$ cat src/phy_train_pkg.sv
// shared types, register map and timing constants for the training control block
package phy_train_pkg;

	localparam int unsigned CLK_PERIOD_PS    = 4000;
	localparam int unsigned IDLE_HOLD_MIN_NS = 3240;
	localparam int unsigned IDLE_HOLD_MAX_NS = 1000000;
	localparam int unsigned IDLE_HOLD_CYC    = (IDLE_HOLD_MIN_NS * 1000 + CLK_PERIOD_PS - 1) / CLK_PERIOD_PS;
	localparam int unsigned IDLE_HOLD_MAXCYC = (IDLE_HOLD_MAX_NS / CLK_PERIOD_PS) * 1000;
	localparam int unsigned MINWAIT_US_DEF   = 10;
	localparam int unsigned REM_AGREE_CNT    = 8;

	localparam int unsigned WAIT_W = 32;
	localparam int unsigned HOLD_W = 12;
	localparam int unsigned AGR_W  = 4;

	localparam logic [11:0] ADDR_CTRL   = 12'h0_000;
	localparam logic [11:0] ADDR_STATUS = 12'h0_004;

	localparam int unsigned CTRL_LEADER_BIT  = 0;
	localparam int unsigned CTRL_RESTART_BIT = 1;
	localparam logic        CTRL_LEADER_RST  = 1'b0;

	localparam int unsigned ST_STATE_LSB  = 0;
	localparam int unsigned ST_REMOK_BIT  = 4;
	localparam int unsigned ST_LOCOK_BIT  = 5;
	localparam int unsigned ST_TDONE_BIT  = 6;
	localparam int unsigned ST_LEADER_BIT = 7;

	typedef enum logic [1:0] {SEND_I, SEND_N, SEND_Z} txMode_t;

	typedef enum {ST_TRAIN, ST_IDLE, ST_DATA, ST_HOLD, ST_QUIET} ctlState_t;

	typedef struct packed {
		txMode_t mode;
		logic    locOk;
		logic    frameEn;
	} txCtrl_t;

	typedef struct packed {
		logic       psel;
		logic       penable;
		logic       pwrite;
		logic [11:0] paddr;
		logic [31:0] pwdata;
	} apbReq_t;

	function automatic logic [2:0] stateCode(input ctlState_t s);
		unique case (s)
			ST_TRAIN: stateCode = 3'h0;
			ST_IDLE:  stateCode = 3'h1;
			ST_DATA:  stateCode = 3'h2;
			ST_HOLD:  stateCode = 3'h3;
			ST_QUIET: stateCode = 3'h4;
		endcase
	endfunction : stateCode

endpackage : phy_train_pkg

$ cat src/rem_status_tracker.sv
// remote receiver status recovered from the partner's scrambler indication
`timescale 1ns/1ps
module rem_status_tracker
	import phy_train_pkg::*;
(
	input  wire logic mclk,
	input  wire logic rst_n,
	input  wire logic symValid,
	input  wire logic remBit,
	input  wire logic clear,
	output logic      remOk_q
);
	logic [AGR_W-1:0] agree_q;
	logic [AGR_W-1:0] agree_d;
	logic             remOk_d;

	// one stray symbol must not flip the status: wait for a run of agreeing ones
	always_comb begin
		agree_d = agree_q;
		remOk_d = remOk_q;
		if (clear) begin
			agree_d = '0;
			remOk_d = 1'b0;
		end else if (symValid) begin
			if (remBit == remOk_q) begin
				agree_d = '0;
			end else if (agree_q == AGR_W'(REM_AGREE_CNT - 1)) begin
				agree_d = '0;
				remOk_d = remBit;
			end else begin
				agree_d = agree_q + AGR_W'(1);
			end
		end
	end

	always_ff @(posedge mclk or negedge rst_n) begin
		if (!rst_n) begin
			agree_q <= '0;
			remOk_q <= 1'b0;
		end else begin
			agree_q <= agree_d;
			remOk_q <= remOk_d;
		end
	end
endmodule : rem_status_tracker

$ cat src/phy_train_ctl.sv
// training-phase control state machine with APB registers
`timescale 1ns/1ps
module phy_train_ctl
	import phy_train_pkg::*;
#(
	parameter int unsigned MINWAIT_US = MINWAIT_US_DEF
)(
	input  wire logic  mclk,
	input  wire logic  rst_n,
	input  wire logic  psel,
	input  wire logic  penable,
	input  wire logic  pwrite,
	input  wire logic [11:0] paddr,
	input  wire logic [31:0] pwdata,
	input  wire logic [3:0]  pstrb,
	output logic [31:0] prdata,
	output logic        pready,
	output logic        pslverr,
	input  wire logic  locRcvrOk,
	input  wire logic  rxSymValid,
	input  wire logic  rxRemBit,
	input  wire logic  rxInvalid,
	output txCtrl_t    txCtrl_q,
	output logic       linkUp_q
);
	localparam int unsigned MINWAIT_CYC = (MINWAIT_US * 1000000) / CLK_PERIOD_PS;
	localparam logic [WAIT_W-1:0] WAIT_LAST = WAIT_W'(MINWAIT_CYC - 1);
	localparam logic [HOLD_W-1:0] HOLD_LAST = HOLD_W'(IDLE_HOLD_CYC - 1);

	apbReq_t    req;
	ctlState_t  stQ;
	ctlState_t  stD;
	logic [WAIT_W-1:0] waitCnt_q;
	logic [WAIT_W-1:0] waitCnt_d;
	logic [HOLD_W-1:0] holdCnt_q;
	logic [HOLD_W-1:0] holdCnt_d;
	logic       leader_q;
	logic       leader_d;
	logic       remOk;
	logic       timerDone;
	logic       mgmtRestart;
	logic       restartReq;
	logic       wrTake;
	logic       rdTake;
	logic       addrOk;
	txCtrl_t    txCtrl_d;
	logic       linkUp_d;
	logic [31:0] prdata_q;
	logic [31:0] prdata_d;
	logic       pready_q;
	logic       pready_d;
	logic       pslverr_q;
	logic       pslverr_d;

	assign req = '{psel: psel, penable: penable, pwrite: pwrite, paddr: paddr, pwdata: pwdata};

	// ---------------- APB slave: one wait state, pready from a flop
	assign addrOk = (req.paddr == ADDR_CTRL) || (req.paddr == ADDR_STATUS);
	assign wrTake = req.psel && req.penable && pready_q && req.pwrite;
	assign rdTake = req.psel && req.penable && !pready_q && !req.pwrite;
	// restart is a self-clearing command bit, only its byte lane counts
	assign mgmtRestart = wrTake && (req.paddr == ADDR_CTRL) && pstrb[0] && req.pwdata[CTRL_RESTART_BIT];

	always_comb begin
		pready_d  = req.psel && req.penable && !pready_q;
		pslverr_d = req.psel && req.penable && !pready_q && !addrOk;
		prdata_d  = prdata_q;
		leader_d  = leader_q;
		if (rdTake) begin
			prdata_d = '0;
			if (req.paddr == ADDR_CTRL) begin
				prdata_d[CTRL_LEADER_BIT] = leader_q;
			end else if (req.paddr == ADDR_STATUS) begin
				prdata_d[ST_STATE_LSB +: 3] = stateCode(stQ);
				prdata_d[ST_REMOK_BIT]      = remOk;
				prdata_d[ST_LOCOK_BIT]      = locRcvrOk;
				prdata_d[ST_TDONE_BIT]      = timerDone;
				prdata_d[ST_LEADER_BIT]     = leader_q;
			end
		end
		if (wrTake && (req.paddr == ADDR_CTRL) && pstrb[0]) begin
			leader_d = req.pwdata[CTRL_LEADER_BIT];
		end
	end

	always_ff @(posedge mclk or negedge rst_n) begin
		if (!rst_n) begin
			pready_q  <= 1'b0;
			pslverr_q <= 1'b0;
			prdata_q  <= '0;
			leader_q  <= CTRL_LEADER_RST;
		end else begin
			pready_q  <= pready_d;
			pslverr_q <= pslverr_d;
			prdata_q  <= prdata_d;
			leader_q  <= leader_d;
		end
	end

	assign pready  = pready_q;
	assign pslverr = pslverr_q;
	assign prdata  = prdata_q;

	// ---------------- remote receiver status from the partner's scrambler
	rem_status_tracker u_rem (
		.mclk     (mclk),
		.rst_n    (rst_n),
		.symValid (rxSymValid),
		.remBit   (rxRemBit),
		.clear    (restartReq),
		.remOk_q  (remOk)
	);

	// ---------------- control state machine
	// invalid codes count in every state except training; in training they are expected noise
	assign restartReq = mgmtRestart || (rxInvalid && (stQ != ST_TRAIN));
	assign timerDone  = (waitCnt_q == WAIT_LAST);

	// role is reported only: the transitions below never look at it
	always_comb begin
		stD       = stQ;
		waitCnt_d = waitCnt_q;
		holdCnt_d = holdCnt_q;
		if (restartReq) begin
			stD       = ST_TRAIN;
			waitCnt_d = '0;
			holdCnt_d = '0;
		end else begin
			unique case (stQ)
				ST_TRAIN: begin
					if (!timerDone) begin
						waitCnt_d = waitCnt_q + WAIT_W'(1);
					end
					// a silent partner leaves locRcvrOk low, so we stay here
					if (locRcvrOk && timerDone) begin
						stD = remOk ? ST_DATA : ST_IDLE;
					end
				end
				ST_IDLE: begin
					if (!locRcvrOk) begin
						stD       = ST_HOLD;
						holdCnt_d = '0;
					end else if (remOk) begin
						stD = ST_DATA;
					end
				end
				ST_DATA: begin
					stD = ST_DATA;
				end
				ST_HOLD: begin
					// minimum hold, far inside the 1 ms ceiling
					if (holdCnt_q == HOLD_LAST) begin
						stD = ST_QUIET;
					end else begin
						holdCnt_d = holdCnt_q + HOLD_W'(1);
					end
				end
				ST_QUIET: begin
					if (locRcvrOk) begin
						stD       = ST_TRAIN;
						waitCnt_d = '0;
					end
				end
			endcase
		end
	end

	// outputs follow the next state so they change with the state flop
	always_comb begin
		txCtrl_d = '{mode: SEND_I, locOk: 1'b0, frameEn: 1'b0};
		linkUp_d = 1'b0;
		unique case (stD)
			ST_TRAIN: txCtrl_d = '{mode: SEND_I, locOk: 1'b0, frameEn: 1'b0};
			ST_IDLE: begin
				txCtrl_d = '{mode: SEND_I, locOk: 1'b1, frameEn: 1'b0};
				linkUp_d = 1'b1;
			end
			ST_DATA: begin
				txCtrl_d = '{mode: SEND_N, locOk: 1'b1, frameEn: 1'b1};
				linkUp_d = 1'b1;
			end
			ST_HOLD:  txCtrl_d = '{mode: SEND_I, locOk: 1'b1, frameEn: 1'b0};
			ST_QUIET: txCtrl_d = '{mode: SEND_Z, locOk: 1'b0, frameEn: 1'b0};
		endcase
	end

	always_ff @(posedge mclk or negedge rst_n) begin
		if (!rst_n) begin
			stQ       <= ST_TRAIN;
			waitCnt_q <= '0;
			holdCnt_q <= '0;
			txCtrl_q  <= '{mode: SEND_I, locOk: 1'b0, frameEn: 1'b0};
			linkUp_q  <= 1'b0;
		end else begin
			stQ       <= stD;
			waitCnt_q <= waitCnt_d;
			holdCnt_q <= holdCnt_d;
			txCtrl_q  <= txCtrl_d;
			linkUp_q  <= linkUp_d;
		end
	end
endmodule : phy_train_ctl

$ cat config.mk
export PLATFORM = sky130hd
export DESIGN_NAME = phy_train_ctl
export DESIGN_NICKNAME = d
export VERILOG_FILES = /design/src/phy_train_pkg.sv /design/src/rem_status_tracker.sv /design/src/phy_train_ctl.sv
export SDC_FILE = /design/constraint.sdc
export NUM_CORES = 1
export LEC_CHECK = 0
export BUFFER_PORTS_ARGS = -buffer_cell sky130_fd_sc_hd__buf_2
export CORE_ASPECT_RATIO = 0.75
export CORE_MARGIN = 2
export CORE_UTILIZATION = 48
export CTS_CLUSTER_DIAMETER = 200
export DETAILED_ROUTE_END_ITERATION = 10
export GPL_TIMING_DRIVEN = 0
export PLACE_DENSITY_LB_ADDON = 0.08
export REMOVE_ABC_BUFFERS = 1
export SYNTH_ARGS = -nofsm -noshare
export SYNTH_HDL_FRONTEND = slang
export SYNTH_SLANG_ARGS = --single-unit
$ cat constraint.sdc
create_clock -name mclk -period 6.9 [get_ports mclk]
set_clock_uncertainty 0.15 [all_clocks]
set_input_delay 0.345 -clock mclk [delete_from_list [all_inputs] [get_ports mclk]]
set_output_delay 0.345 -clock mclk [all_outputs]
set_load 0.02 [all_outputs]
==> run_results.csv, run 1 <==
group,metric,value,unit
clock_network,ctsHoldBuffers,1,
die,ios,96,
worst_setup_path,path_max_fanout,21,
die,start_util,49.5,%
hold_path,hold_depth,2,
global_routing,grt_use_total,21.0,%
clock_network,post-cts-setup-buffers,0,
power,p_int,0.000943,W
worst_setup_path,crit_top_cell,"nand4_1",
worst_setup_path,cpMaxStageDelayCell,"or4_2",
routing,ant_nets,0,
sta,max_freq,0.278,GHz
die,core.rowCount,32,
placed_design,io_buffers,37,
sta,rsz0062_at_grt,"false",
sta,timing.final.ws_setup,3.30,ns
global_routing,overflow,0,
worst_setup_path,arrival,3.70,ns
sta,period_minus_slack,3.60,ns
worst_setup_path,critPathRequiredTime,7.00,ns
routing,firstDrtPassIters,4,
synthesis,syn_area,0.00511,sq mm
power,p_total,0.00147,W
placed_design,gp_congestion,0.795,
synthesis,syn_inst,555,
power,combPwrFrac,25.6,%
worst_setup_path,r2r.worst_path.cells,6,
worst_setup_path,startpoint_type,"flip-flop",
synthesis,syn_avg_cell_area,9.21,sq um
power,p_per_area,262,mW/mm^2
power,power.leakage,2.44,nW
worst_setup_path,worstPathCellList,"nor4_1 -> nand4_1 -> nor2_1 -> nand4_1 -> or4_2 -> a21oi_1",
global_routing,grt_antenna_before_repair,0,
worst_setup_path,critPathTopFamily,"simple AND/OR/NAND/NOR gates",
die,die_h,93.4,um
routing,vias,4137,
die,core_region_area,0.0103,sq mm
clock_network,cts.htree.levels,3,
global_routing,use_met1,30.3,%
sta,hold_viol,0,
placed_design,pre_cts_slack,3.31,ns
clock_network,numCtsBuffers,9,
die,die-area,0.0115,sq mm
run,max_cap_violations,0,
worst_setup_path,critPathCaptureType,"flip-flop",
placed_design,placedInstanceArea,0.00530,sq mm
synthesis,synthFlopType,"dfrtp_1",
clock_network,clk_pin_slew_worst_paths,0.07,ns
routing,avgViaCountPerCell,5.76,
die,die_w,123,um
global_routing,top_usage_layer,"met2",
worst_setup_path,slowest_delay,0.81,ns
sta,max-slew-margin-rel,21.5,%
hold_path,hp-class,"in2reg",
global_routing,grtUsageMet2,31.5,%
layout,final_cell_count_no_fill,718,
status,outcome,"finished, final reports clean",
sta,tightest_slew,1.17,ns
sta,tns,0,ns
synthesis,synth_edf_count,0,
synthesis,yosysWarnings,0,
routing,drt_wl_total,11200,um
synthesis,synthArstFlopShare,100,%
power,pwr-share-clk,32.8,%
clock_network,clock_latency,0.35,ns
layout,drive_gt1_share,13.7,%
routing,drc,0,
clock_network,post_cts_resize_count,0,
global_routing,grt_pass1_vias,3861,
sta,setup-violations-final,0,
clock_network,cts_sinks,95,
layout,antenna_cells,0,
clock_network,cts_tree,"yes",
synthesis,synth_cell_types,62,
power,netSwitchingPower,0.000524,W
global_routing,grt_start_max_net_pins,54,
worst_setup_path,critPathBufInv,0,
clock_network,cts_root_buf,"clkbuf_16",
sta,drv_slew,0,
clock_network,clockBufferDepth,2,
power,pwr-share-seq,41.6,%
placed_design,hpwlAfterDp,7710,um
routing,wl_per_cell,15.6,um
worst_setup_path,worst-path-stages,6,
global_routing,grtUsageMet3,5.00,%
layout,finalNetCount,638,
power,vdd_drop_max,0.000159,V
power,switching_share,35.7,%
routing,drt_iter0_markers,224,
worst_setup_path,path_class,"reg2reg",
synthesis,synth-seq-cells,95,
layout,postLayoutCellArea,0.00560,sq mm
global_routing,grt_pass1_wl,19000,um
placed_design,placed_cells,701,
sta,finalCritPeriodShare,52.2,%
layout,area_growth,9.50,%
synthesis,seq_area_frac_synth,46.5,%
metal layers:
layer / up-vias / share of wire (%) / routed length [um]
met2: 99 / 45 / 5050
met4: 0 / 1.5 / 165
met3: 15 / 4.4 / 496
met5: - / 0 / 0
li1: 2026 / - / -
met1: 1997 / 49 / 5490
through the flow:
step	utilization, %	hold WS [ns]
floorplan	-	-0.101
global placement	50.8	0.321
detailed placement	51.3	0.244
CTS	54.1	0.0743
global route	54.2	0.0741
finish	54.2	0.0824
power groups by stage:
stage          clock network [W]  logic (W)  registers [W]
2_1_floorplan                  0   0.000237       0.000631
3_3_place_gp                   0   0.000365       0.000620
3_5_place_dp                   0   0.000374       0.000621
4_1_cts                 0.000493   0.000375       0.000610
5_1_grt                 0.000521   0.000420       0.000616
6_report                0.000481   0.000376       0.000611
cells in the mapped netlist, drive strengths merged, types with 14 or more instances:
library cell	number	area, sq um
clkbuf	19	72.6
and3	15	93.8
buf	35	241
nor3	18	90.1
nor4	18	138
a21oi	48	240
nand2	40	150
and2	32	200
or3	26	168
inv	14	52.6
nand3	24	125
dfrtp	95	2380
nor2	24	90.1
o21ai	47	235
cell usage in the layout, fill, tap and decap left out, types with 7 or more instances in the layout:
master	instances
dfrtp_1	95
o21ai_0	47
a21oi_1	47
nand2_1	40
buf_2	36
and2_1	32
conb_1	25
nor2_1	24
nand3_1	23
or3_1	22
nor3_1	17
and3_1	15
nor4_1	14
inv_1	14
clkbuf_16	9
nand4_1	8
or4_1	8
a31oi_1	7
state kept, by name, summed over array words and instances, names as in the netlist:
| name | count |
|---|---|
| stQ | 32 |
| waitCnt_q | 32 |
| holdCnt_q | 12 |
| prdata | 7 |
| u_rem.agree_q | 4 |
| txCtrl_q | 3 |
| leader_q | 1 |
| linkUp_q | 1 |
| pready | 1 |
| pslverr | 1 |
| u_rem.remOk_q | 1 |
worst paths after layout:
check                                       start                   endpoint  slack (ns)
worst max-delay path            stQ[24]$_DFF_PN0_   waitCnt_q[8]$_DFFE_PN0P_        3.30
worst min-delay path                    pwdata[0]       leader_q$_DFFE_PN0N_        0.08
worst max register to register  stQ[24]$_DFF_PN0_   waitCnt_q[8]$_DFFE_PN0P_        3.30
worst min register to register  stQ[21]$_DFF_PN0_          stQ[21]$_DFF_PN0_        0.34
max in group asynchronous                   rst_n           stQ[3]$_DFF_PN0_        5.55
min in group asynchronous                   rst_n  waitCnt_q[13]$_DFFE_PN0P_        0.40
logic make-up (layout without fill, tap and decap cells):
kind of cell | Yosys count | in the layout | share of synthesized area, %
other cells | 1 | 25 | 0.0734
flops | 95 | 95 | 46.5
mux | 4 | 4 | 0.857
simple gates | 242 | 242 | 27.4
buf+inv | 68 | 71 | 7.17
fa+ha+maj | 4 | 4 | 0.979
xor+xnor | 3 | 3 | 0.514
compound gates | 138 | 138 | 16.5
cell type report:
cell class,count,area [sq um]
fill,934,4730
tap,136,170
clock inverter,7,61.3
multi-input combinational,416,2470
timing repair buffer,41,244
sequential,95,2380
inverter,14,52.6
clock buffer,9,225
(Power assumes the default switching activity.)
==> inputs of run 2 (changes only) <==
==> constraint.sdc (replaced) <==
create_clock -name mclk -period 3.75 [get_ports mclk]
set_clock_uncertainty 0.15 [all_clocks]
set_input_delay 0.1875 -clock mclk [delete_from_list [all_inputs] [get_ports mclk]]
set_output_delay 0.1875 -clock mclk [all_outputs]
set_load 0.02 [all_outputs]
==> run 2 against run 1 <==
Against the previous run: largest power group unchanged; cell area is 1.2% higher; combinational power up 90%; register-to-register slack got worse by 2.9 ns; critical endpoint unchanged; largest cell class unchanged; clock power up 84%.
==> run_results.csv, run 2 (synthesized netlist as in run 1, its figures left out) <==
group,metric,value,unit
status,outcome,"finished, final reports clean",
hold_path,hp-class,"in2reg",
clock_network,cts.htree.levels,3,
global_routing,overflow,0,
routing,ant_nets,0,
worst_setup_path,worstPathCellList,"nor4_1 -> nand4_1 -> nor2_1 -> nand4_1 -> or4_2 -> a21oi_1",
power,power.leakage,2.46,nW
worst_setup_path,critPathCaptureType,"flip-flop",
routing,drt_wl_total,11600,um
layout,finalNetCount,645,
run,max_cap_violations,0,
die,die_w,123,um
power,p_per_area,481,mW/mm^2
layout,reg_top3,"stQ (32), waitCnt_q (32), holdCnt_q (12)",
global_routing,grt_antenna_before_repair,0,
worst_setup_path,startpoint_type,"flip-flop",
sta,timing.final.ws_setup,0.354,ns
global_routing,grt_pass1_vias,3885,
sta,drv_slew,0,
sta,tightest_slew,1.17,ns
sta,max_freq,0.294,GHz
worst_setup_path,path_max_fanout,11,
layout,area_growth,10.8,%
placed_design,io_buffers,37,
layout,final_cell_mix,"dfrtp_1, o21ai_0, a21oi_1",
routing,avgViaCountPerCell,5.74,
routing,firstDrtPassIters,4,
die,die-area,0.0115,sq mm
hold_path,holdCritStartpoint,"rxSymValid",
worst_setup_path,crit_top_cell,"nand4_1",
global_routing,grt_start_max_net_pins,54,
layout,antenna_cells,0,
worst_setup_path,r2r_start,"stQ[24]$_DFF_PN0_",
layout,fill_cells,927,
die,core.rowCount,32,
routing,vias,4161,
worst_setup_path,slowest_delay,0.70,ns
worst_setup_path,r2r.worst_path.cells,6,
global_routing,grt_use_total,21.1,%
sta,rsz0062_at_grt,"false",
clock_network,cts_sinks,95,
global_routing,grt_pass1_wl,19100,um
clock_network,cts_root_buf,"clkbuf_16",
worst_setup_path,cpMaxStageDelayCell,"or4_2",
layout,final_common_cell,"dfrtp_1",
sta,max-slew-margin-rel,21.0,%
clock_network,post_cts_resize_count,0,
die,die_h,93.4,um
worst_setup_path,path_class,"reg2reg",
clock_network,clock_latency,0.35,ns
power,p_total,0.00272,W
clock_network,numCtsBuffers,9,
layout,drive_gt1_share,13.6,%
worst_setup_path,reg2reg_slack,0.35,ns
placed_design,hpwlAfterDp,7710,um
sta,hold_viol,0,
sta,setup-violations-final,0,
routing,wl_per_cell,15.9,um
hold_path,hold_depth,3,
clock_network,clk_pin_slew_worst_paths,0.07,ns
worst_setup_path,arrival,3.50,ns
die,start_util,49.5,%
routing,drt_iter0_markers,180,
worst_setup_path,timing.rr.end,"waitCnt_q[8]$_DFFE_PN0P_",
power,vdd_drop_max,0.000276,V
placed_design,pre_cts_slack,0.157,ns
die,ios,96,
worst_setup_path,critPathRequiredTime,3.85,ns
die,core_region_area,0.0103,sq mm
sta,period_minus_slack,3.40,ns
clock_network,clockBufferDepth,2,
hold_path,min_to,"u_rem.agree_q[0]$_DFFE_PN0P_",
clock_network,cts_tree,"yes",
placed_design,gp_congestion,0.795,
sta,finalCritPeriodShare,90.6,%
routing,drc,0,
[run 2: cell types whose count changed in the layout (fill, tap and decap cells not counted)]
| cell | change |
|---|---|
| dlygate4sd3_1 | +6 |
| nand4_1 | +1 |
[run 2: final cells by class]
type	instances	area (sq um)	share of cell area, %
multi-input cells	417	2470	43.7
flip-flops and latches	95	2380	42.0
well taps	136	170	3.00
inverters	14	52.6	0.928
clock buffers	9	225	3.98
clock inverters	7	61.3	1.08
repair buffers	47	304	5.37
[run 2: stage by stage]
step                util, %  setup TNS (ns)  cell area [sq um]  cells  hold slack (ns)
floorplan                 -               0               4890    525           -0.258
global placement       50.8           -9.56               5240    698            0.273
detailed placement     51.3               0               5300    701           0.0868
CTS                    54.7               0               5650    724          0.00891
global route           54.8               0               5660    725           0.0377
finish                 54.8               0               5660    725           0.0190
[run 2: how the worst max path moves through the flow]
stage,start,to,slack [ns],cells past startpoint
2_1_floorplan,stQ[20]$_DFF_PN0_,waitCnt_q[7]$_DFFE_PN0P_,0.78,6
3_3_place_gp,stQ[24]$_DFF_PN0_,waitCnt_q[7]$_DFFE_PN0P_,-0.57,6
3_5_place_dp,stQ[24]$_DFF_PN0_,stQ[23]$_DFF_PN0_,0.16,6
4_1_cts,stQ[24]$_DFF_PN0_,stQ[23]$_DFF_PN0_,0.14,6
5_1_grt,stQ[20]$_DFF_PN0_,waitCnt_q[8]$_DFFE_PN0P_,0.12,6
6_report,stQ[24]$_DFF_PN0_,waitCnt_q[8]$_DFFE_PN0P_,0.35,6
[run 2: worst max-delay path, delay by kind of cell, from the launching register on]
family	cells	cell delay (ns)
simple gates	5	2.59
flops	1	0.37
compound gates	1	0.18
[run 2: repair_timing]
action,4_1_cts,5_1_grt
hold buffers,7,0
endpoints found under the setup margin,0,1
hold endpoints to repair,47,0
buffers inserted,0,0
[run 2: layer usage]
layer	GRT usage, %	vias to the layer above	share of wire, %
li1	-	2042	-
met2	31.9	86	45
met5	0	-	0
met4	6.25	0	1.4
met3	5.00	14	4.0
met1	30.3	2019	49
[run 2: where the power goes]
group / switching [W] / total (W) / leakage, nW / internal (W)
Combinational: 0.000507 / 0.000713 / 1.01 / 0.000206
Clock: 0.000424 / 0.000887 / 0.135 / 0.000463
Sequential: 0.0000505 / 0.00112 / 1.31 / 0.00107
Total: 0.000982 / 0.00272 / 2.46 / 0.00174
